==> src/hw/pcf_pkg.sv <==
/*
 * Shared constants for the clock fan-out block: register map, field
 * positions, reset values, bank layout, settle timing and lock states.
 * Assumes a 100 MHz system clock that stands in for the loop oscillator.
 */
package pcf_pkg;

	// ==========================================================
	// Register map (byte addresses on the APB bus).
	localparam logic [11:0] CTRL_OFFSET = 12'h000;
	localparam logic [11:0] STATUS_OFFSET = 12'h004;

	// ==========================================================
	// Control register fields.
	localparam int CTRL_SEL_LO_BIT = 0;
	localparam int CTRL_SEL_HI_BIT = 1;
	localparam int CTRL_OE_N_BIT = 2;
	localparam int CTRL_TEST_BIT = 3;
	localparam int CTRL_CLR_N_BIT = 4;
	localparam int CTRL_WIDTH = 5;
	// Outputs disabled and clear held high until software says otherwise.
	localparam logic [4:0] CTRL_RESET = 5'h14;

	// ==========================================================
	// Status register fields.
	localparam int STAT_LOCK_BIT = 0;
	localparam int STAT_BYPASS_BIT = 1;
	localparam int STAT_HALF_BIT = 2;
	localparam int STAT_QUARTER_BIT = 3;

	// ==========================================================
	// Bank layout.
	localparam int NUM_BANKS = 4;
	localparam int OUTS_PER_BANK = 3;
	localparam int ALT_BANKS = 3;

	// ==========================================================
	// Settle interval after power-up, select change or output enable.
	localparam int CLOCK_MHZ = 100;
	localparam int STAB_TIME_US = 50;
	localparam int STAB_CYCLES = STAB_TIME_US * CLOCK_MHZ;

	// ==========================================================
	// Loop lock states.
	typedef enum logic [1:0] {
		PCF_ST_SETTLE,
		PCF_ST_LOCKED,
		PCF_ST_BYPASS
	} pcf_lock_e;

endpackage

==> src/hw/pcf_div_if.sv <==
/*
 * Carrier between the fan-out top and its oscillator divider.
 * Assumes both ends sit in the same clock domain.
 */
interface pcf_div_if;

	// Steering towards the divider.
	logic hold;
	logic clear;
	// Divided rates back to the top.
	logic half;
	logic quarter;

	modport ctrl (output hold, output clear, input half, input quarter);
	modport div (input hold, input clear, output half, output quarter);

endinterface

==> src/hw/pcf_divider.sv <==
/*
 * Oscillator divider: makes the half and quarter rates as toggle flops.
 * Assumes the clock is the oscillator and hold/clear come from the top.
 */
module pcf_divider (
	// Clock and reset.
	input wire logic i_clk,
	input wire logic i_rst_n,
	// Divider control and rates.
	pcf_div_if.div dv
);

	logic half_reg;
	logic half_next;
	logic quarter_reg;
	logic quarter_next;

	// ==========================================================
	// Toggle dividers.
	// A hold freezes both rates for one cycle, which slips their phase
	// against the reference; clear forces the quarter rate low.
	always_comb begin
		half_next = half_reg;
		quarter_next = quarter_reg;
		if (!dv.hold) begin
			half_next = ~half_reg; // RQ18 RQ21 RQ3
			quarter_next = quarter_reg ^ half_reg; // RQ18 RQ21 RQ3
		end
		if (dv.clear) begin
			quarter_next = 1'b0; // RQ7
		end
	end

	always_ff @(posedge i_clk or negedge i_rst_n) begin
		if (!i_rst_n) begin
			half_reg <= 1'b0;
			quarter_reg <= 1'b0;
		end else begin
			half_reg <= half_next;
			quarter_reg <= quarter_next;
		end
	end

	assign dv.half = half_reg;
	assign dv.quarter = quarter_reg;
endmodule

==> src/hw/pcf_top.sv <==
/*
 * Clock fan-out top: twelve outputs in four banks of three, fed from the
 * oscillator divider, with phase slip towards the reference, lock timing,
 * loop bypass and an APB control/status slave.
 * Assumes all inputs are synchronous to I_CLOCK, which models the
 * oscillator, and that one output is wired back to the feedback input.
 */
// Behaviour
// RQ1: Banks one to three run half or quarter
// RQ2: Bank four always runs half rate
// RQ3: All outputs have fifty percent duty
// RQ4: Enable low drives all twelve outputs
// RQ5: Enable high floats all twelve outputs
// RQ6: Enable falling edge restarts settle interval
// RQ7: Clear falling edge resets quarter divider
// RQ8: Outside party keeps clear static normally
// RQ9: Bypass low routes outputs through loop
// RQ10: Bypass high routes reference straight out
// RQ11: Outside party ties bypass low normally
// RQ12: Outside party wires one output back
// RQ13: Loop slips until feedback meets reference
// RQ14: Reference must be fixed frequency, phase
// RQ15: Settle interval needed after power-up
// RQ16: Output ratio follows select and feedback
// RQ17: Select sets each bank's rate separately
// RQ18: Oscillator divided by two and four
// RQ19: Select code puts banks 1,1-2,1-3 alternate
// RQ20: Select change restarts settle interval
// RQ21: Oscillator modelled by clock, toggle dividers
module pcf_top #(
	parameter int P_STAB_CYCLES = pcf_pkg::STAB_CYCLES
) (
	// Clock and reset.
	input wire logic I_CLOCK,
	input wire logic I_RST_N,
	// Reference pair (bit 1 true leg, bit 0 complement) and feedback.
	input wire logic [1:0] I_REF_CLOCK_IN_PAIR,
	input wire logic I_LOOP_FEEDBACK_IN,
	// APB slave.
	input wire logic I_PSEL,
	input wire logic I_PENABLE,
	input wire logic I_PWRITE,
	input wire logic [11:0] I_PADDR,
	input wire logic [31:0] I_PWDATA,
	output logic [31:0] O_PRDATA,
	output logic O_PREADY,
	output logic O_PSLVERR,
	// Clock outputs and their drive enables.
	output logic [2:0] O_BANK1_CLOCK_OUT,
	output logic [2:0] O_BANK2_CLOCK_OUT,
	output logic [2:0] O_BANK3_CLOCK_OUT,
	output logic [2:0] O_BANK4_CLOCK_OUT,
	output logic [11:0] O_CLOCK_OUT_OE
);

	localparam int CW = $clog2(P_STAB_CYCLES + 1);
	localparam logic [CW-1:0] CNT_LAST = CW'(P_STAB_CYCLES - 1);
	localparam int NOUT = pcf_pkg::NUM_BANKS * pcf_pkg::OUTS_PER_BANK;

	if (P_STAB_CYCLES < 2) begin : g_bad_stab
		$error("P_STAB_CYCLES must be at least 2");
	end

	// ==========================================================
	// Control register and APB slave.
	logic [pcf_pkg::CTRL_WIDTH-1:0] ctrl_reg;
	logic [pcf_pkg::CTRL_WIDTH-1:0] ctrl_next;
	logic [31:0] prdata_reg;
	logic [31:0] prdata_next;
	logic pready_reg;
	logic pready_next;
	logic pslverr_reg;
	logic pslverr_next;
	logic [31:0] status_word;
	logic setup_phase;
	logic mapped;
	logic [1:0] sel;
	logic oe_n;
	logic test;
	logic clr_n;
	pcf_pkg::pcf_lock_e state_reg;
	pcf_pkg::pcf_lock_e state_next;
	pcf_div_if dv ();

	assign sel = {ctrl_reg[pcf_pkg::CTRL_SEL_HI_BIT], ctrl_reg[pcf_pkg::CTRL_SEL_LO_BIT]};
	assign oe_n = ctrl_reg[pcf_pkg::CTRL_OE_N_BIT];
	assign test = ctrl_reg[pcf_pkg::CTRL_TEST_BIT];
	assign clr_n = ctrl_reg[pcf_pkg::CTRL_CLR_N_BIT];
	assign setup_phase = I_PSEL && !I_PENABLE;
	assign mapped = (I_PADDR == pcf_pkg::CTRL_OFFSET) || (I_PADDR == pcf_pkg::STATUS_OFFSET);

	// Status word gathers the live lock and divider state.
	always_comb begin
		status_word = 32'h0000_0000;
		status_word[pcf_pkg::STAT_LOCK_BIT] = (state_reg == pcf_pkg::PCF_ST_LOCKED);
		status_word[pcf_pkg::STAT_BYPASS_BIT] = (state_reg == pcf_pkg::PCF_ST_BYPASS);
		status_word[pcf_pkg::STAT_HALF_BIT] = dv.half;
		status_word[pcf_pkg::STAT_QUARTER_BIT] = dv.quarter;
	end

	// Every transfer gets exactly one access cycle; read data is latched
	// in the setup cycle so the bus output comes straight from a flop.
	always_comb begin
		ctrl_next = ctrl_reg;
		prdata_next = prdata_reg;
		pready_next = setup_phase;
		pslverr_next = setup_phase && !mapped;
		if (setup_phase) begin
			prdata_next = 32'h0000_0000;
			if (!I_PWRITE && I_PADDR == pcf_pkg::CTRL_OFFSET) begin
				prdata_next = {27'h0000000, ctrl_reg};
			end else if (!I_PWRITE && I_PADDR == pcf_pkg::STATUS_OFFSET) begin
				prdata_next = status_word;
			end
		end
		if (I_PSEL && I_PENABLE && pready_reg && I_PWRITE && I_PADDR == pcf_pkg::CTRL_OFFSET) begin
			ctrl_next = I_PWDATA[pcf_pkg::CTRL_WIDTH-1:0];
		end
	end

	always_ff @(posedge I_CLOCK or negedge I_RST_N) begin
		if (!I_RST_N) begin
			ctrl_reg <= pcf_pkg::CTRL_RESET;
			prdata_reg <= 32'h0000_0000;
			pready_reg <= 1'b0;
			pslverr_reg <= 1'b0;
		end else begin
			ctrl_reg <= ctrl_next;
			prdata_reg <= prdata_next;
			pready_reg <= pready_next;
			pslverr_reg <= pslverr_next;
		end
	end

	assign O_PRDATA = prdata_reg;
	assign O_PREADY = pready_reg;
	assign O_PSLVERR = pslverr_reg;

	// ==========================================================
	// Input edge tracking.
	// The reference level only moves while the two legs disagree, so a
	// collapsed pair freezes it rather than inventing edges.
	logic ref_lvl_reg;
	logic ref_lvl_next;
	logic [1:0] slip_hist_reg;
	logic fb_prev_reg;
	logic [1:0] sel_prev_reg;
	logic oe_n_prev_reg;
	logic clr_n_prev_reg;
	logic ref_rise;
	logic fb_rise;
	logic slip;
	logic restart;

	always_comb begin
		ref_lvl_next = ref_lvl_reg;
		if (I_REF_CLOCK_IN_PAIR[1] != I_REF_CLOCK_IN_PAIR[0]) begin
			ref_lvl_next = I_REF_CLOCK_IN_PAIR[1];
		end
	end

	always_ff @(posedge I_CLOCK or negedge I_RST_N) begin
		if (!I_RST_N) begin
			ref_lvl_reg <= 1'b0;
			slip_hist_reg <= 2'h0;
			fb_prev_reg <= 1'b0;
			sel_prev_reg <= 2'h0;
			oe_n_prev_reg <= 1'b1;
			clr_n_prev_reg <= 1'b1;
		end else begin
			ref_lvl_reg <= ref_lvl_next;
			slip_hist_reg <= {slip_hist_reg[0], slip};
			fb_prev_reg <= I_LOOP_FEEDBACK_IN;
			sel_prev_reg <= sel;
			oe_n_prev_reg <= oe_n;
			clr_n_prev_reg <= clr_n;
		end
	end

	// Both edges come from the pin levels of the same sample, so lock means
	// that the two pins rise together and not one oscillator cycle apart.
	assign ref_rise = ref_lvl_next && !ref_lvl_reg;
	assign fb_rise = I_LOOP_FEEDBACK_IN && !fb_prev_reg;
	// A reference edge without a feedback edge slips the dividers by one
	// oscillator cycle; with the feedback pin floating there is nothing to
	// compare, so no slip is made then. A slip reaches the feedback pin two
	// edges later, so the two samples after it see a stretched level and
	// must not slip again, or a half-rate loop would never settle.
	assign slip = (state_reg != pcf_pkg::PCF_ST_BYPASS) && !oe_n && ref_rise && !fb_rise // RQ13
		&& (slip_hist_reg == 2'h0);
	// Anything that disturbs reference or feedback starts the settle over.
	assign restart = slip || oe_n || (sel != sel_prev_reg) || (!oe_n && oe_n_prev_reg); // RQ6 RQ20

	assign dv.hold = slip; // RQ13 RQ16
	assign dv.clear = clr_n_prev_reg && !clr_n; // RQ7

	pcf_divider u_divider (
		.i_clk(I_CLOCK),
		.i_rst_n(I_RST_N),
		.dv(dv)
	);

	// ==========================================================
	// Lock state and settle counter.
	logic [CW-1:0] stab_cnt_reg;
	logic [CW-1:0] stab_cnt_next;

	always_comb begin
		state_next = state_reg;
		stab_cnt_next = stab_cnt_reg;
		case (state_reg)
			pcf_pkg::PCF_ST_SETTLE: begin
				if (test) begin
					state_next = pcf_pkg::PCF_ST_BYPASS; // RQ10
				end else if (restart) begin
					stab_cnt_next = '0; // RQ6 RQ20
				end else if (stab_cnt_reg == CNT_LAST) begin
					state_next = pcf_pkg::PCF_ST_LOCKED; // RQ15
				end else begin
					stab_cnt_next = stab_cnt_reg + CW'(1); // RQ15
				end
			end
			pcf_pkg::PCF_ST_LOCKED: begin
				if (test) begin
					state_next = pcf_pkg::PCF_ST_BYPASS;
				end else if (restart) begin
					state_next = pcf_pkg::PCF_ST_SETTLE;
					stab_cnt_next = '0;
				end
			end
			pcf_pkg::PCF_ST_BYPASS: begin
				if (!test) begin
					// Re-entering the loop needs a fresh settle interval.
					state_next = pcf_pkg::PCF_ST_SETTLE; // RQ9
					stab_cnt_next = '0;
				end
			end
			default: begin
				state_next = pcf_pkg::PCF_ST_SETTLE;
				stab_cnt_next = '0;
			end
		endcase
	end

	// Reset is the power-up case: the settle interval starts from zero.
	always_ff @(posedge I_CLOCK or negedge I_RST_N) begin
		if (!I_RST_N) begin
			state_reg <= pcf_pkg::PCF_ST_SETTLE;
			stab_cnt_reg <= '0;
		end else begin
			state_reg <= state_next;
			stab_cnt_reg <= stab_cnt_next;
		end
	end

	// ==========================================================
	// Output banks.
	// Banks below the select code take the quarter rate, the rest the
	// half rate; bypass copies the reference straight to every pin.
	logic [NOUT-1:0] out_reg;
	logic [NOUT-1:0] out_next;
	logic [NOUT-1:0] oe_reg;
	logic [NOUT-1:0] oe_next;

	for (genvar b = 0; b < pcf_pkg::NUM_BANKS; b++) begin : g_bank
		logic bank_clk;
		if (b < pcf_pkg::ALT_BANKS) begin : g_alt
			assign bank_clk = (32'(sel) > b) ? dv.quarter : dv.half; // RQ1 RQ17 RQ19
		end else begin : g_fixed
			assign bank_clk = dv.half; // RQ2
		end
		assign out_next[b*pcf_pkg::OUTS_PER_BANK +: pcf_pkg::OUTS_PER_BANK] =
			{pcf_pkg::OUTS_PER_BANK{(state_reg == pcf_pkg::PCF_ST_BYPASS) ? ref_lvl_reg : bank_clk}}; // RQ9 RQ10
	end

	assign oe_next = {NOUT{!oe_n}}; // RQ4 RQ5

	always_ff @(posedge I_CLOCK or negedge I_RST_N) begin
		if (!I_RST_N) begin
			out_reg <= '0;
			oe_reg <= '0;
		end else begin
			out_reg <= out_next;
			oe_reg <= oe_next;
		end
	end

	assign O_BANK1_CLOCK_OUT = out_reg[2:0];
	assign O_BANK2_CLOCK_OUT = out_reg[5:3];
	assign O_BANK3_CLOCK_OUT = out_reg[8:6];
	assign O_BANK4_CLOCK_OUT = out_reg[11:9];
	assign O_CLOCK_OUT_OE = oe_reg;
endmodule
==> config.mk <==
export PLATFORM = sky130hd
export DESIGN_NAME = pcf_top
export DESIGN_NICKNAME = d
export VERILOG_FILES = /design/src/hw/pcf_pkg.sv /design/src/hw/pcf_div_if.sv /design/src/hw/pcf_divider.sv /design/src/hw/pcf_top.sv
export SDC_FILE = /design/constraint.sdc
export NUM_CORES = 1
export LEC_CHECK = 0
export ABC_AREA = 1
export BUFFER_PORTS_ARGS = -buffer_cell sky130_fd_sc_hd__buf_2
export CAP_MARGIN = 20
export CORE_MARGIN = 2
export CORE_UTILIZATION = 52
export CTS_CLUSTER_DIAMETER = 200
export DETAILED_ROUTE_END_ITERATION = 8
export PLACE_DENSITY_LB_ADDON = 0.2
export SLEW_MARGIN = 20
export SYNTH_ARGS = -nofsm -noshare
export SYNTH_HDL_FRONTEND = slang
export SYNTH_SLANG_ARGS = --single-unit
==> constraint.sdc <==
create_clock -name I_CLOCK -period 3.3 [get_ports I_CLOCK]
set_input_delay 0.33 -clock I_CLOCK [delete_from_list [all_inputs] [get_ports I_CLOCK]]
set_output_delay 0.33 -clock I_CLOCK [all_outputs]
set_load 0.03 [all_outputs]
==> impl_metrics.yaml <==
power_and_ir_drop:
  ir_worst_vdd_v: 0.000255
  p_leak_nw: 1.47
  p_per_area_nw_per_um2: 369
setup_path:
  rr_worst_depth: 10
  worst_setup_path_start_kind: "flop"
  crit_type: "reg2reg"
  r2r-start: "stab_cnt_reg[0]$_DFFE_PN0P_"
  crit_end: "stab_cnt_reg[10]$_DFFE_PN0P_"
  critPathCaptureType: "flop"
  reg2reg_to: "stab_cnt_reg[10]$_DFFE_PN0P_"
  critPathRequiredTime_ns: 3.49
  startpoint: "stab_cnt_reg[0]$_DFFE_PN0P_"
  ff2ff_setup_slack_ns: 1.62
  arrival_ns: 1.88
  cp_max_fo: 14
route:
  dr.pass1.iters: 4
  drt_iter0_drc: 92
  wl_per_cell_um: 10.5
  wirelength_mm: 4.67
  ant_nets: 0
  vias: 2068
  viasPerCell: 4.67
  drc: 0
floorplanning:
  initial_core_util: 0.537
  row_count: 25
  coreArea_sq_um: 4720
  dieArea_sq_um: 5460
  ios: 110
  die_w_um: 73.9
  die_y_um: 73.9
sta:
  finalSetupViolCount: 0
  final_max_slew_viol_count: 0
  max_freq_mhz: 594
  tns_ns: 0
  final-hold-violation-count: 0
  rsz0062_at_grt: "false"
  tightest_slew_ns: 0.904
  skew_ns: 0.00743
  post-route-period-util: 0.511
  maxSlewHeadroom: 0.398
  post-route-min-period_ns: 1.68
logic_synthesis:
  ys_warn_count: 0
  syn_inst: 337
  avgSynthCellArea_sq_um: 7.53
  yosys_register_bits: 42
  yosys.cell_types.count: 30
  synth.cell_area_sq_um: 2540
  ys_seq_area_frac: 0.416
final_layout:
  postLayoutCellArea_sq_um: 2710
  regArea_sq_um: 1060
  multi_input_area_sq_um: 1070
  drive_gt1_frac: 0.221
  fillCellCount: 467
  synthToLayoutAreaGrowth_pct: 6.80
  nets: 428
  layout.cells.non_filler: 443
  antenna_cells: 0
  largest_reg_flops: 13
clock_network:
  cts-hold-fix-buffers: 0
  cts_made_buffers: 5
  max-clock-path-buffers: 2
  clock_latency_ns: 0.30
  path_clk_slew_ns: 0.09
  cts-htree-levels: 2
  cts_setup_buffers: 0
  ctsResizeCount: 0
  cts_tree: "built"
  cts-root-buf: "clkbuf_8"
  cts.sinks: 42
global_routing:
  grt_pass1_vias: 1905
  grt-ovfl-total: 0
  antenna_found_initial: 0
  grt_pass1_wl_mm: 8.03
  track_usage: 0.189
  grt_max_degree: 43
hold_path:
  hp-class: "in2async"
placed_design:
  place_area_sq_um: 2620
  dp_hpwl_mm: 3.46
  gp_congestion: 0.847
  dp_cells: 435
  place.port_buffers: 55
outcome:
  status: "finished, final reports clean"
run:
  drv_cap: 0
## worst min path at each step
stage	from	end	slack, ns	depth (start not counted)
global route	I_LOOP_FEEDBACK_IN	fb_prev_reg$_DFF_PN0_	0.15	1
floorplan	I_RST_N	O_CLOCK_OUT_OE[0]$_DFF_PN0_	0.03	0
global placement	slip_hist_reg[0]$_DFF_PN0_	slip_hist_reg[1]$_DFF_PN0_	0.36	0
finish	I_RST_N	sel_prev_reg[0]$_DFF_PN0_	0.15	1
CTS	I_LOOP_FEEDBACK_IN	fb_prev_reg$_DFF_PN0_	0.15	1
detailed placement	slip_hist_reg[0]$_DFF_PN0_	slip_hist_reg[1]$_DFF_PN0_	0.37	0
## cells by family (layout without fill, tap and decap cells)
group           count (synthesis)  count (layout)  synth area share
simple gates                  179             179             0.311
xor+xnor                        2               2           0.00690
flops                          42              42             0.416
compound gates                 26              26            0.0577
fa+ha+maj                       1               1           0.00493
buf+inv                        86              99             0.202
other cells                     1              27           0.00148
## power by group
part	switching [mW]	leakage, nW	internal, mW
logic	0.105	0.899	0.0268
registers	0.00479	0.524	0.523
clock network	0.188	0.0447	0.153
total	0.297	1.47	0.702
## critical path, stage by stage, from the launching register on
cell and delay (ns):
dfrtp_1 0.40, ha_1 0.18, nand2_1 0.11, nor2_1 0.12
nand3_1 0.11, nand2_1 0.09, nand3_2 0.08, nand2_4 0.18
nand2_4 0.15, nand2_1 0.11, nand2_1 0.05
## synth_stat cells
cell / instances / share of area
a211oi_1: 1 / 0.0030
a21oi_1: 8 / 0.016
a21oi_2: 1 / 0.0035
a31oi_1: 2 / 0.0049
a41oi_1: 1 / 0.0035
buf_2: 2 / 0.0039
buf_4: 46 / 0.14
buf_6: 2 / 0.0089
conb_1: 1 / 0.0015
dfrtp_1: 38 / 0.37
dfstp_2: 4 / 0.041
ha_1: 1 / 0.0049
inv_1: 33 / 0.049
inv_2: 3 / 0.0044
nand2_1: 91 / 0.13
nand2_2: 2 / 0.0049
nand2_4: 4 / 0.018
nand3_1: 27 / 0.053
nand3_2: 2 / 0.0079
nand4_1: 4 / 0.0099
nor2_1: 36 / 0.053
nor2_2: 2 / 0.0049
nor2_4: 1 / 0.0044
nor3_1: 9 / 0.018
o211ai_1: 1 / 0.0030
o21ai_0: 9 / 0.018
o21ai_1: 2 / 0.0039
o22ai_1: 1 / 0.0025
or2_2: 1 / 0.0025
xor2_1: 2 / 0.0069
## layout by cell type (no fill, tap or decap), drive strengths merged
cell type and count:
o211ai 1, nor3 9, ha 1, a21oi 9, clkinv 1, o21ai 11, buf 55, clkbuf 5
nand4 4, o22ai 1, a41oi 1, nand3 29, a211oi 1, or2 1, dfrtp 38, nand2 97
conb 27, nor2 39, a31oi 2, dfstp 4, inv 37, xor2 2, clkinvlp 1
## per-layer routing
metal  share of wire  GRT usage  vias up
met5               0          0        -
met2            0.44      0.297       71
met3           0.054     0.0343        8
met1            0.49      0.256      932
li1                -          -     1057
met4           0.014     0.0788        0
## through the flow
stage	hold WS (ns)	power [mW]	util	setup WS (ns)
finish	0.152	0.999	0.574	1.62
global route	0.151	1.05	0.574	1.49
floorplan	0.0344	0.665	-	1.86
CTS	0.149	1.01	0.574	1.62
global placement	0.359	0.668	0.554	1.65
detailed placement	0.374	0.670	0.554	1.64
## layout make-up
type | instances | area share
Timing Repair Buffer | 55 | 0.102
Sequential cell | 42 | 0.389
Tap cell | 67 | 0.0309
Inverter | 36 | 0.0498
Clock buffer | 5 | 0.0254
Clock inverter | 3 | 0.00923
Multi-Input combinational cell | 235 | 0.394
(Power assumes the default switching activity.)
